===== src/include/aem_pkg.sv =====
// Package of constants and carrier types for the alarm and event manager.
package aem_pkg;

	// ==========================================================
	// Register byte offsets on the bus.
	localparam logic [7:0] OFS_CONTROL    = 8'h00;
	localparam logic [7:0] OFS_OV_LIMIT   = 8'h04;
	localparam logic [7:0] OFS_OC_LIMIT   = 8'h08;
	localparam logic [7:0] OFS_OP_LIMIT   = 8'h0C;
	localparam logic [7:0] OFS_EVENT_CFG  = 8'h10;
	localparam logic [7:0] OFS_EV_HV_THR  = 8'h14;
	localparam logic [7:0] OFS_EV_LV_THR  = 8'h18;
	localparam logic [7:0] OFS_EV_HC_THR  = 8'h1C;
	localparam logic [7:0] OFS_ALARMS     = 8'h20;
	localparam logic [7:0] OFS_EVENTS     = 8'h24;
	localparam logic [7:0] OFS_STATE      = 8'h28;

	// ==========================================================
	// Control register field positions.
	localparam int CTL_OUTPUT_ON  = 0;
	localparam int CTL_BEEP_EN    = 1;
	localparam int CTL_MS_MODE    = 2;
	localparam int CTL_PF_RESTART = 3;
	localparam int CTL_OT_RESTART = 4;
	localparam int CTL_MS_REINIT  = 5;
	localparam int CTL_WIDTH      = 5;
	localparam logic [4:0] CTL_RESET = 5'h0_0;

	// ==========================================================
	// Alarm flag positions in the alarm status register.
	localparam int ALM_OV     = 0;
	localparam int ALM_OC     = 1;
	localparam int ALM_OP     = 2;
	localparam int ALM_PF     = 3;
	localparam int ALM_OT     = 4;
	localparam int ALM_LINK   = 5;
	localparam int ALM_SAFE   = 6;
	localparam int ALM_SHARE  = 7;
	localparam int ALM_EVENT  = 8;
	localparam int ALM_COUNT  = 9;
	// Alarms that switch the output off.
	localparam logic [8:0] ALM_OFF_MASK    = 9'h17F;
	// Alarms that also show on the analog interface line.
	localparam logic [8:0] ALM_ANALOG_MASK = 9'h0FF;

	// ==========================================================
	// User event numbering and action codes.
	localparam int EV_HIGH_VOLT = 0;
	localparam int EV_LOW_VOLT  = 1;
	localparam int EV_HIGH_CURR = 2;
	localparam int EV_COUNT     = 3;
	typedef enum logic [1:0] {
		ACT_NONE    = 2'h0,
		ACT_SIGNAL  = 2'h1,
		ACT_WARNING = 2'h2,
		ACT_ALARM   = 2'h3
	} aem_action_t;
	localparam logic [5:0] EVENT_CFG_RESET = 6'h0_0;

	// ==========================================================
	// Measurement and limit scaling.
	localparam int MEAS_W     = 16;
	localparam int LIMIT_NUM  = 11;
	localparam int LIMIT_DEN  = 10;
	localparam int SAFE_NUM   = 101;
	localparam int SAFE_DEN   = 100;

	// ==========================================================
	// Timing of the supply-failure recovery.
	localparam longint CLOCK_HZ       = 64'd100_000_000;
	localparam longint PF_ACK_WAIT_S  = 64'd15;
	localparam longint PF_LOCK_WAIT_S = 64'd5;
	localparam logic [31:0] PF_ACK_CYCLES  =
		32'(PF_ACK_WAIT_S * CLOCK_HZ);
	localparam logic [31:0] PF_LOCK_CYCLES =
		32'(PF_LOCK_WAIT_S * CLOCK_HZ);

	// ==========================================================
	// Carrier types.
	typedef struct packed {
		logic        hsel;
		logic [1:0]  htrans;
		logic        hwrite;
		logic [2:0]  hsize;
		logic [31:0] haddr;
		logic        hready;
	} aem_ahb_t;

	typedef struct packed {
		logic [15:0] voltage;
		logic [15:0] current;
		logic [15:0] power;
	} aem_meas_t;

	typedef struct packed {
		logic supply_bad;
		logic over_temp;
		logic slave_lost;
		logic share_weak;
		logic share_linked;
	} aem_hw_t;

endpackage : aem_pkg


===== src/rtl/aem_hold_timer.sv =====
// Reloadable down counter that reports busy until it runs out.
module aem_hold_timer #(
	parameter logic [31:0] CYCLES = 32'h0000_0010
) (
	// Clock and reset.
	input  wire logic i_clock,
	input  wire logic i_reset_n,
	// Hold the counter at full while high.
	input  wire logic i_hold,
	// High while the wait is still running.
	output logic      o_busy
);

	// Remaining cycles of the wait.
	logic [31:0] remain;

	// ==========================================================
	// Counter: reload while held, then count down to zero.
	always_ff @(posedge i_clock or negedge i_reset_n) begin
		if (!i_reset_n) begin
			remain <= 32'h0000_0000;
		end else if (i_hold) begin
			remain <= CYCLES;
		end else if (remain != 32'h0000_0000) begin
			remain <= remain - 32'h0000_0001;
		end
	end

	// Busy flag from a flip-flop so it is clean for the gating logic.
	always_ff @(posedge i_clock or negedge i_reset_n) begin
		if (!i_reset_n) begin
			o_busy <= 1'b0;
		end else begin
			o_busy <= i_hold || (remain > 32'h0000_0001);
		end
	end

endmodule : aem_hold_timer


===== src/rtl/aem_top.sv =====
// Alarm and event manager for the output stage, with AHB-Lite registers.
module aem_top #(
	parameter logic [15:0] NOM_VOLTAGE = 16'h2710,
	parameter logic [15:0] NOM_CURRENT = 16'h2710,
	parameter logic [15:0] NOM_POWER   = 16'h2710,
	parameter logic [31:0] PF_ACK_CYC  = aem_pkg::PF_ACK_CYCLES,
	parameter logic [31:0] PF_LOCK_CYC = aem_pkg::PF_LOCK_CYCLES
) (
	// Clock and reset.
	input  wire logic             i_clock,
	input  wire logic             i_reset_n,
	// AHB-Lite slave port.
	input  wire aem_pkg::aem_ahb_t i_ahb,
	input  wire logic [31:0]      i_hwdata,
	output logic [31:0]           o_hrdata,
	output logic                  o_hreadyout,
	output logic                  o_hresp,
	// Measured output values.
	input  wire aem_pkg::aem_meas_t i_meas,
	// Hardware alarm sources.
	input  wire aem_pkg::aem_hw_t  i_hw,
	// Acknowledge pulses from panel and remote control.
	input  wire logic             i_ack_panel,
	input  wire logic             i_ack_remote,
	// Output-stage and indication outputs.
	output logic                  o_dc_enable,
	output logic                  o_beep,
	output logic                  o_analog_alarm,
	output logic                  o_status_ind,
	output logic                  o_warning
);

	// ==========================================================
	// Declarations.
	logic [4:0]  ctl;            // Control bits.
	logic [15:0] ov_limit;       // Overvoltage trip threshold.
	logic [15:0] oc_limit;       // Overcurrent trip threshold.
	logic [15:0] op_limit;       // Overpower trip threshold.
	logic [5:0]  ev_cfg;         // Two action bits per user event.
	logic [15:0] ev_thr [aem_pkg::EV_COUNT]; // Event thresholds.
	logic [8:0]  alarm;          // Latched pending alarms.
	logic [8:0]  alarm_cond;     // Live alarm conditions.
	logic [8:0]  alarm_clr;      // Acknowledge requests this cycle.
	logic [2:0]  ev_hit;         // Event conditions while output on.
	logic [2:0]  ev_ind;         // Posted status indications.
	logic [2:0]  ev_warn;        // Pending warnings.
	logic [2:0]  ev_warn_clr;    // Warning acknowledge requests.
	logic [2:0]  ev_alarm_hit;   // Events with action alarm firing.
	logic        ms_reinit;      // One-cycle reinit pulse.
	logic        pf_ack_busy;    // Acknowledge window still running.
	logic        pf_lock_busy;   // Re-enable lock still running.
	logic        dph_write;      // Write data phase pending.
	logic        dph_read;       // Read data phase pending.
	logic [7:0]  dph_addr;       // Address of pending data phase.
	logic        addr_ok;        // Address phase accepted.
	logic [8:0]  kill_mask;      // New alarms that drop the on request.
	logic        wr_go;          // Write data present this cycle.

	// Returns the action code of one user event.
	function automatic aem_pkg::aem_action_t ev_action(
		input logic [5:0] cfg,
		input int         idx
	);
		ev_action = aem_pkg::aem_action_t'(cfg[2*idx +: 2]);
	endfunction : ev_action

	// Clamps a written threshold to 1.1 times the nominal value.
	function automatic logic [15:0] clamp_limit(
		input logic [31:0] wdata,
		input logic [15:0] nominal
	);
		logic [31:0] top;
		top = 32'(nominal) * 32'(aem_pkg::LIMIT_NUM)
			/ 32'(aem_pkg::LIMIT_DEN);
		clamp_limit = (wdata > top) ? top[15:0] : wdata[15:0];
	endfunction : clamp_limit

	// ==========================================================
	// Bus front end: accept only whole-word transfers, nonsequential or sequential.
	assign addr_ok = i_ahb.hsel && i_ahb.htrans[1] && i_ahb.hready
		&& (i_ahb.hsize == 3'h2);
	assign wr_go = dph_write;

	// Data phase tracking; reads take one wait state so that a write
	// just before them is seen.
	always_ff @(posedge i_clock or negedge i_reset_n) begin
		if (!i_reset_n) begin
			dph_write   <= 1'b0;
			dph_read    <= 1'b0;
			dph_addr    <= 8'h00;
			o_hreadyout <= 1'b1;
			o_hresp     <= 1'b0;
		end else begin
			dph_write   <= addr_ok && i_ahb.hwrite;
			dph_read    <= addr_ok && !i_ahb.hwrite;
			o_hreadyout <= !(addr_ok && !i_ahb.hwrite);
			o_hresp     <= 1'b0;
			if (addr_ok) begin
				dph_addr <= i_ahb.haddr[7:0];
			end
		end
	end

	// Read data register; unmapped offsets read as zero.
	always_ff @(posedge i_clock or negedge i_reset_n) begin
		if (!i_reset_n) begin
			o_hrdata <= 32'h0000_0000;
		end else if (dph_read) begin
			unique case (dph_addr)
				aem_pkg::OFS_CONTROL:   o_hrdata <= 32'(ctl);
				aem_pkg::OFS_OV_LIMIT:  o_hrdata <= 32'(ov_limit);
				aem_pkg::OFS_OC_LIMIT:  o_hrdata <= 32'(oc_limit);
				aem_pkg::OFS_OP_LIMIT:  o_hrdata <= 32'(op_limit);
				aem_pkg::OFS_EVENT_CFG: o_hrdata <= 32'(ev_cfg);
				aem_pkg::OFS_EV_HV_THR: o_hrdata <= 32'(ev_thr[0]);
				aem_pkg::OFS_EV_LV_THR: o_hrdata <= 32'(ev_thr[1]);
				aem_pkg::OFS_EV_HC_THR: o_hrdata <= 32'(ev_thr[2]);
				aem_pkg::OFS_ALARMS:    o_hrdata <= 32'(alarm);
				aem_pkg::OFS_EVENTS:
					o_hrdata <= 32'({ev_warn, ev_ind});
				aem_pkg::OFS_STATE:
					o_hrdata <= 32'({pf_lock_busy, pf_ack_busy,
						o_dc_enable});
				default: o_hrdata <= 32'h0000_0000;
			endcase
		end
	end

	// ==========================================================
	// Control register; a new output-disabling alarm drops the on
	// request unless its restart option lets the output come back.
	assign kill_mask = aem_pkg::ALM_OFF_MASK
		& ~(9'(ctl[aem_pkg::CTL_PF_RESTART]) << aem_pkg::ALM_PF)
		& ~(9'(ctl[aem_pkg::CTL_OT_RESTART]) << aem_pkg::ALM_OT);

	always_ff @(posedge i_clock or negedge i_reset_n) begin
		if (!i_reset_n) begin
			ctl <= aem_pkg::CTL_RESET;
		end else begin
			if (wr_go && dph_addr == aem_pkg::OFS_CONTROL) begin
				ctl <= i_hwdata[4:0];
			end
			if (|(alarm_cond & ~alarm & kill_mask)) begin
				ctl[aem_pkg::CTL_OUTPUT_ON] <= 1'b0;
			end
		end
	end

	// Reinit of the master-slave system is a write-only pulse bit.
	always_ff @(posedge i_clock or negedge i_reset_n) begin
		if (!i_reset_n) begin
			ms_reinit <= 1'b0;
		end else begin
			ms_reinit <= wr_go && dph_addr == aem_pkg::OFS_CONTROL
				&& i_hwdata[aem_pkg::CTL_MS_REINIT];
		end
	end

	// Protection thresholds, clamped to 1.1 times nominal on write.
	always_ff @(posedge i_clock or negedge i_reset_n) begin
		if (!i_reset_n) begin
			ov_limit <= clamp_limit(32'hFFFF_FFFF, NOM_VOLTAGE);
			oc_limit <= clamp_limit(32'hFFFF_FFFF, NOM_CURRENT);
			op_limit <= clamp_limit(32'hFFFF_FFFF, NOM_POWER);
		end else if (wr_go) begin
			if (dph_addr == aem_pkg::OFS_OV_LIMIT) begin
				ov_limit <= clamp_limit(i_hwdata, NOM_VOLTAGE);
			end
			if (dph_addr == aem_pkg::OFS_OC_LIMIT) begin
				oc_limit <= clamp_limit(i_hwdata, NOM_CURRENT);
			end
			if (dph_addr == aem_pkg::OFS_OP_LIMIT) begin
				op_limit <= clamp_limit(i_hwdata, NOM_POWER);
			end
		end
	end

	// Event configuration; every event starts with action none.
	always_ff @(posedge i_clock or negedge i_reset_n) begin
		if (!i_reset_n) begin
			ev_cfg    <= aem_pkg::EVENT_CFG_RESET;
			ev_thr[0] <= 16'h0000;
			ev_thr[1] <= 16'h0000;
			ev_thr[2] <= 16'h0000;
		end else if (wr_go) begin
			unique case (dph_addr)
				aem_pkg::OFS_EVENT_CFG: ev_cfg    <= i_hwdata[5:0];
				aem_pkg::OFS_EV_HV_THR: ev_thr[0] <= i_hwdata[15:0];
				aem_pkg::OFS_EV_LV_THR: ev_thr[1] <= i_hwdata[15:0];
				aem_pkg::OFS_EV_HC_THR: ev_thr[2] <= i_hwdata[15:0];
				default: ;
			endcase
		end
	end

	// ==========================================================
	// Supply-failure timers: acknowledge window, then output lock.
	aem_hold_timer #(
		.CYCLES (PF_ACK_CYC)
	) u_pf_ack (
		.i_clock   (i_clock),
		.i_reset_n (i_reset_n),
		.i_hold    (i_hw.supply_bad),
		.o_busy    (pf_ack_busy)
	);

	aem_hold_timer #(
		.CYCLES (PF_LOCK_CYC)
	) u_pf_lock (
		.i_clock   (i_clock),
		.i_reset_n (i_reset_n),
		.i_hold    (i_hw.supply_bad || pf_ack_busy),
		.o_busy    (pf_lock_busy)
	);

	// ==========================================================
	// Live alarm conditions from measurements and hardware inputs.
	always_comb begin
		alarm_cond = '0;
		alarm_cond[aem_pkg::ALM_OV] = i_meas.voltage >= ov_limit;
		alarm_cond[aem_pkg::ALM_OC] = i_meas.current >= oc_limit;
		alarm_cond[aem_pkg::ALM_OP] = i_meas.power >= op_limit;
		alarm_cond[aem_pkg::ALM_PF] = i_hw.supply_bad;
		alarm_cond[aem_pkg::ALM_OT] = i_hw.over_temp;
		alarm_cond[aem_pkg::ALM_LINK] = i_hw.slave_lost
			&& ctl[aem_pkg::CTL_MS_MODE];
		alarm_cond[aem_pkg::ALM_SAFE] =
			32'(i_meas.voltage) * 32'(aem_pkg::SAFE_DEN)
			> 32'(NOM_VOLTAGE) * 32'(aem_pkg::SAFE_NUM);
		alarm_cond[aem_pkg::ALM_SHARE] = i_hw.share_weak
			|| (i_hw.share_linked
			&& !ctl[aem_pkg::CTL_MS_MODE]);
		alarm_cond[aem_pkg::ALM_EVENT] = |ev_alarm_hit;
	end

	// Acknowledge requests: panel, remote or write-one to the alarms.
	always_comb begin
		alarm_clr = '0;
		if (i_ack_panel || i_ack_remote) begin
			alarm_clr = '1;
		end
		if (wr_go && dph_addr == aem_pkg::OFS_ALARMS) begin
			alarm_clr = alarm_clr | i_hwdata[8:0];
		end
		if (pf_ack_busy) begin
			alarm_clr[aem_pkg::ALM_PF] = 1'b0;
		end
		// The link alarm ignores acknowledges entirely.
		alarm_clr[aem_pkg::ALM_LINK] = ms_reinit
			|| !ctl[aem_pkg::CTL_MS_MODE];
	end

	// Pending alarm flags; a live condition wins over its clear.
	always_ff @(posedge i_clock or negedge i_reset_n) begin
		if (!i_reset_n) begin
			alarm <= '0;
		end else begin
			alarm <= (alarm & ~alarm_clr) | alarm_cond;
		end
	end

	// ==========================================================
	// User events, checked only while the output is on.
	assign ev_warn_clr = (i_ack_panel || i_ack_remote
		|| (wr_go && dph_addr == aem_pkg::OFS_EVENTS))
		? ((wr_go && dph_addr == aem_pkg::OFS_EVENTS
			&& !i_ack_panel && !i_ack_remote)
			? i_hwdata[5:3] : 3'h7) : 3'h0;

	always_comb begin
		ev_hit = '0;
		ev_hit[aem_pkg::EV_HIGH_VOLT] = i_meas.voltage >= ev_thr[0];
		ev_hit[aem_pkg::EV_LOW_VOLT]  = i_meas.voltage < ev_thr[1];
		ev_hit[aem_pkg::EV_HIGH_CURR] = i_meas.current >= ev_thr[2];
		ev_hit = ev_hit & {3{o_dc_enable}};
	end

	generate
		for (genvar k = 0; k < aem_pkg::EV_COUNT; k++) begin : g_ev
			// Alarm action feeds the shared event alarm flag.
			assign ev_alarm_hit[k] = ev_hit[k]
				&& ev_action(ev_cfg, k) == aem_pkg::ACT_ALARM;

			// Indication follows the condition unless action is none.
			always_ff @(posedge i_clock or negedge i_reset_n) begin
				if (!i_reset_n) begin
					ev_ind[k] <= 1'b0;
				end else begin
					ev_ind[k] <= ev_hit[k]
						&& ev_action(ev_cfg, k)
						!= aem_pkg::ACT_NONE;
				end
			end

			// Warning stays until acknowledged; a hit beats the clear.
			always_ff @(posedge i_clock or negedge i_reset_n) begin
				if (!i_reset_n) begin
					ev_warn[k] <= 1'b0;
				end else if (ev_hit[k] && ev_action(ev_cfg, k)
						== aem_pkg::ACT_WARNING) begin
					ev_warn[k] <= 1'b1;
				end else if (ev_warn_clr[k]) begin
					ev_warn[k] <= 1'b0;
				end
			end
		end
	endgenerate

	// ==========================================================
	// Outputs, each straight from a flip-flop.
	always_ff @(posedge i_clock or negedge i_reset_n) begin
		if (!i_reset_n) begin
			o_dc_enable    <= 1'b0;
			o_beep         <= 1'b0;
			o_analog_alarm <= 1'b0;
			o_status_ind   <= 1'b0;
			o_warning      <= 1'b0;
		end else begin
			// Output on only with no blocking alarm or supply lock.
			o_dc_enable <= ctl[aem_pkg::CTL_OUTPUT_ON]
				&& !(|((alarm | alarm_cond) & aem_pkg::ALM_OFF_MASK))
				&& !pf_lock_busy;
			o_beep <= ctl[aem_pkg::CTL_BEEP_EN] && |alarm;
			o_analog_alarm <= |(alarm
				& aem_pkg::ALM_ANALOG_MASK);
			o_status_ind <= |ev_ind;
			o_warning    <= |ev_warn;
		end
	end

endmodule : aem_top


===== config.mk =====
export PLATFORM = sky130hd
export DESIGN_NAME = aem_top
export DESIGN_NICKNAME = d
export VERILOG_FILES = /design/src/include/aem_pkg.sv /design/src/rtl/aem_hold_timer.sv /design/src/rtl/aem_top.sv
export SDC_FILE = /design/constraint.sdc
export NUM_CORES = 1
export LEC_CHECK = 0
export BUFFER_PORTS_ARGS = -buffer_cell sky130_fd_sc_hd__clkbuf_2
export CORE_ASPECT_RATIO = 1.5
export CORE_MARGIN = 2
export CORE_UTILIZATION = 45
export CTS_CLUSTER_DIAMETER = 200
export DETAILED_ROUTE_END_ITERATION = 8
export PLACE_DENSITY = 0.64
export REMOVE_ABC_BUFFERS = 1
export SYNTH_ARGS = -nofsm -noshare
export SYNTH_HDL_FRONTEND = slang
export SYNTH_SLANG_ARGS = --single-unit

===== constraint.sdc =====
create_clock -name i_clock -period 3.5 [get_ports i_clock]
set_clock_uncertainty 0.05 [all_clocks]
set_input_delay 0.7 -clock i_clock [delete_from_list [all_inputs] [get_ports i_clock]]
set_output_delay 0.7 -clock i_clock [all_outputs]
set_load 0.02 [all_outputs]

==> results.yml <==
die:
  core_region_area_mm2: 0.0310
  dieWidth_um: 149
  io_pins: 168
  placement_rows: 79
  die_area_mm2: 0.0329
  chipHeight_um: 221
  floorplan.initialDensity: 0.456
route:
  detail_route.wirelength_um: 40600
  routedWlPerCell_um: 19.4
  drt_drc_violations_left: 0
  detail_route.vias_per_cell: 5.56
  drtAntennaViolNets: 0
  first_pass_iters: 6
  route.vias.total: 11700
  drt_iter0_drc: 633
setup_path:
  reg2regPathDepth: 10
  crit_chain: "clkbuf_2 -> buf_4 -> ha_2 -> ha_2 -> ha_1 -> ha_1 -> a211oi_4 -> o211a_1 -> o21ai_0 -> a21oi_1 -> xnor2_1 -> a31oi_1 -> o2111a_2 -> o221a_4"
  timing_worst_setup_path_type: "in2reg"
  worstSetupStartpointType: "input pin"
  worst_path_largest_cell_delay_ns: 0.34
  critical_path_arrival_ns: 3.78
  worst-path-buf-inv: 2
  cp-end-kind: "register"
  critical_path.max_fanout: 3
  timing.critical_path.depth: 14
  crit_required_ns: 3.86
  slowest_stage_cell_cp: "sky130_fd_sc_hd__ha_1"
  crit_family: "compound AO/OA/AOI/OAI gates"
status:
  outcome: "complete, no violations"
yosys:
  mappedNetlistArea_mm2: 0.0142
  number_of_enable_type_register_cells_in_the_synthesized_netlist: 0
  synth_cells: 1471
  syn-mean-instance-area_um2: 9.63
  synth-main-ff-cell: "sky130_fd_sc_hd__dfrtp_1"
  number_of_register_bits_inferred_by_synthesis: 221
  synth-seq-area-share: 0.393
  yosysUniqueCellTypes: 81
  synth-async-reset-ratio: 1.00
  synth_warnings: 0
power:
  power.clock.fraction: 0.347
  netSwitchingFraction: 0.302
  seqPwrFrac: 0.409
  power.switching_mw: 2.07
  internal-power_mw: 4.79
  cellLeakagePower_nw: 8.34
  power.ir.vdd_worst_mv: 0.452
  power.density_mw_per_mm2: 408
  comb_power_share: 0.244
sta:
  maxSlewViolCount: 0
  hold_ws_ns: 0.00288
  achievable-frequency_mhz: 292
  final_min_period_over_clock_period: 0.977
  timing.max_slew.rel_slack: 0.327
  fin_ws_ns: 0.0809
  final.setup.tns_ns: 0
  setup-violations-final: 0
  post-route-min-period_ns: 3.42
  report.final.hold_viol_count: 0
  tightestPinTransition_ns: 1.01
flow_run:
  timing.max_cap.violations: 0
global_routing:
  largest_net_degree_at_the_start_of_global_routing: 104
  groute.usage.overall: 0.250
  antenna_found_initial: 1
  grt_pass1_vias: 12100
  grt_pass1_wl_um: 64700
  residual_overflow_from_global_routing: 0
clocking:
  path_clk_slew_ns: 0.06
  clock-root-buffer: "sky130_fd_sc_hd__clkbuf_16"
  ctsHoldBuffers: 0
  tritoncts_clock_tree: "done"
  clock_tree.htree_level_count: 1
  worstSkewPairLatency_ns: 0.54
  cts_buffers: 23
  ctsLongestPathBuffers: 3
  clock_sink_count: 221
final_layout:
  layout_common_cells: "196 x sky130_fd_sc_hd__dfrtp_1, 175 x sky130_fd_sc_hd__inv_1, 137 x sky130_fd_sc_hd__ha_1"
  area_added_between_synthesis_and_finish_pct: 18.8
  nNetsFinal: 1967
  layout.cells.most_common: "sky130_fd_sc_hd__dfrtp_1"
  final_core_utilization: 0.542
  layout.filler_cells: 2850
  layout-drive-gt1-share: 0.245
place:
  buffer_ports.inserted: 125
  dp_slack_ns: -0.691
  detailed_place_hpwl_um: 31600
  gp_congestion: 0.969
worst_hold_path:
  worst_hold_path_type: "in2async"
## repair_timing
item | in CTS | in global routing
pin swaps | 11 | 31
endpoints found under the setup margin | 2 | 3
setup buffers | 1 | 3
gates resized for setup | 13 | 44
## cell type report
class / instances / area, um^2 / area share
Multi-Input combinational cell: 1034 / 8000 / 0.476
Timing Repair Buffer: 216 / 1350 / 0.0804
Sequential cell: 221 / 5560 / 0.331
Antenna cell: 1 / 2.50 / 0.000149
Clock buffer: 30 / 662 / 0.0393
Clock inverter: 10 / 66.3 / 0.00394
Inverter: 178 / 668 / 0.0397
Tap cell: 405 / 507 / 0.0301
## metal layers
layer	routed length, um	track usage	up-vias	share of wire
met5	0	0	-	0
met4	2150	0.122	0	0.053
met3	1740	0.0282	109	0.043
met2	21700	0.467	321	0.53
met1	15100	0.277	5652	0.37
li1	-	-	5573	-
## worst paths after layout
kind | start | to | slack, ns
max | i_meas[34] | ctl[0] | 0.08
min | i_reset_n | u_pf_ack.remain[25] | 0.003
max reg2reg | op_limit[0] | ctl[0] | 0.45
min reg2reg | ov_limit[7] | ov_limit[7] | 0.44
max in group asynchronous | i_reset_n | ev_thr[17] | 2.46
min in group i_clock | i_hw[1] | alarm[7] | 0.34
## cells in the mapped netlist (27+ instances only)
| library cell | n | area, um^2 |
|---|---|---|
| sky130_fd_sc_hd__o21ai_0 | 83 | 415 |
| sky130_fd_sc_hd__clkbuf_1 | 33 | 124 |
| sky130_fd_sc_hd__a21o_1 | 27 | 203 |
| sky130_fd_sc_hd__nand2_1 | 120 | 450 |
| sky130_fd_sc_hd__nand3_1 | 33 | 165 |
| sky130_fd_sc_hd__mux2_2 | 63 | 709 |
| sky130_fd_sc_hd__inv_1 | 178 | 668 |
| sky130_fd_sc_hd__a22oi_1 | 32 | 240 |
| sky130_fd_sc_hd__xnor2_1 | 44 | 385 |
| sky130_fd_sc_hd__a21oi_1 | 53 | 265 |
| sky130_fd_sc_hd__nor3_1 | 28 | 140 |
| sky130_fd_sc_hd__dfrtp_1 | 196 | 4900 |
| sky130_fd_sc_hd__ha_1 | 153 | 1910 |
| sky130_fd_sc_hd__nor2_1 | 95 | 357 |
## cells by family after synthesis
group | synth area share
and+or+nand+nor | 0.150
other | 0.000265
muxes | 0.0501
DFF | 0.393
xor gates and xnor gates | 0.0408
AOI/OAI and AO/OA | 0.148
buffers and inverters | 0.0671
adders and majority gates | 0.151
## sequential cells by signal, summed over array words and instances, names as in the netlist, 3 cells and up
register,flops
u_pf_lock.remain,32
oc_limit,16
u_pf_ack.remain,32
op_limit,16
ctl,5
dph_addr,8
ev_warn,3
ev_ind,3
o_hrdata,16
ev_cfg,6
alarm,9
ov_limit,16
ev_thr,48
## metrics by stage
step	cells	instance area (um^2)	total power, mW
floorplan	1433	13900	3.70
detailed placement	2050	15800	4.34
global placement	2050	15800	4.31
CTS	2091	16600	6.77
global route	2095	16800	7.21
finish	2095	16800	6.86
## power by group through the flow
stage | Sequential, mW | Clock (mW) | Combinational [mW]
after floorplan | 2.82 | 0 | 0.875
after detailed placement | 2.85 | 0 | 1.49
after global routing | 2.82 | 2.54 | 1.86
final | 2.81 | 2.38 | 1.67
after CTS | 2.80 | 2.43 | 1.54
after global placement | 2.84 | 0 | 1.46
Note: power is estimated with default switching activity, not from simulation.
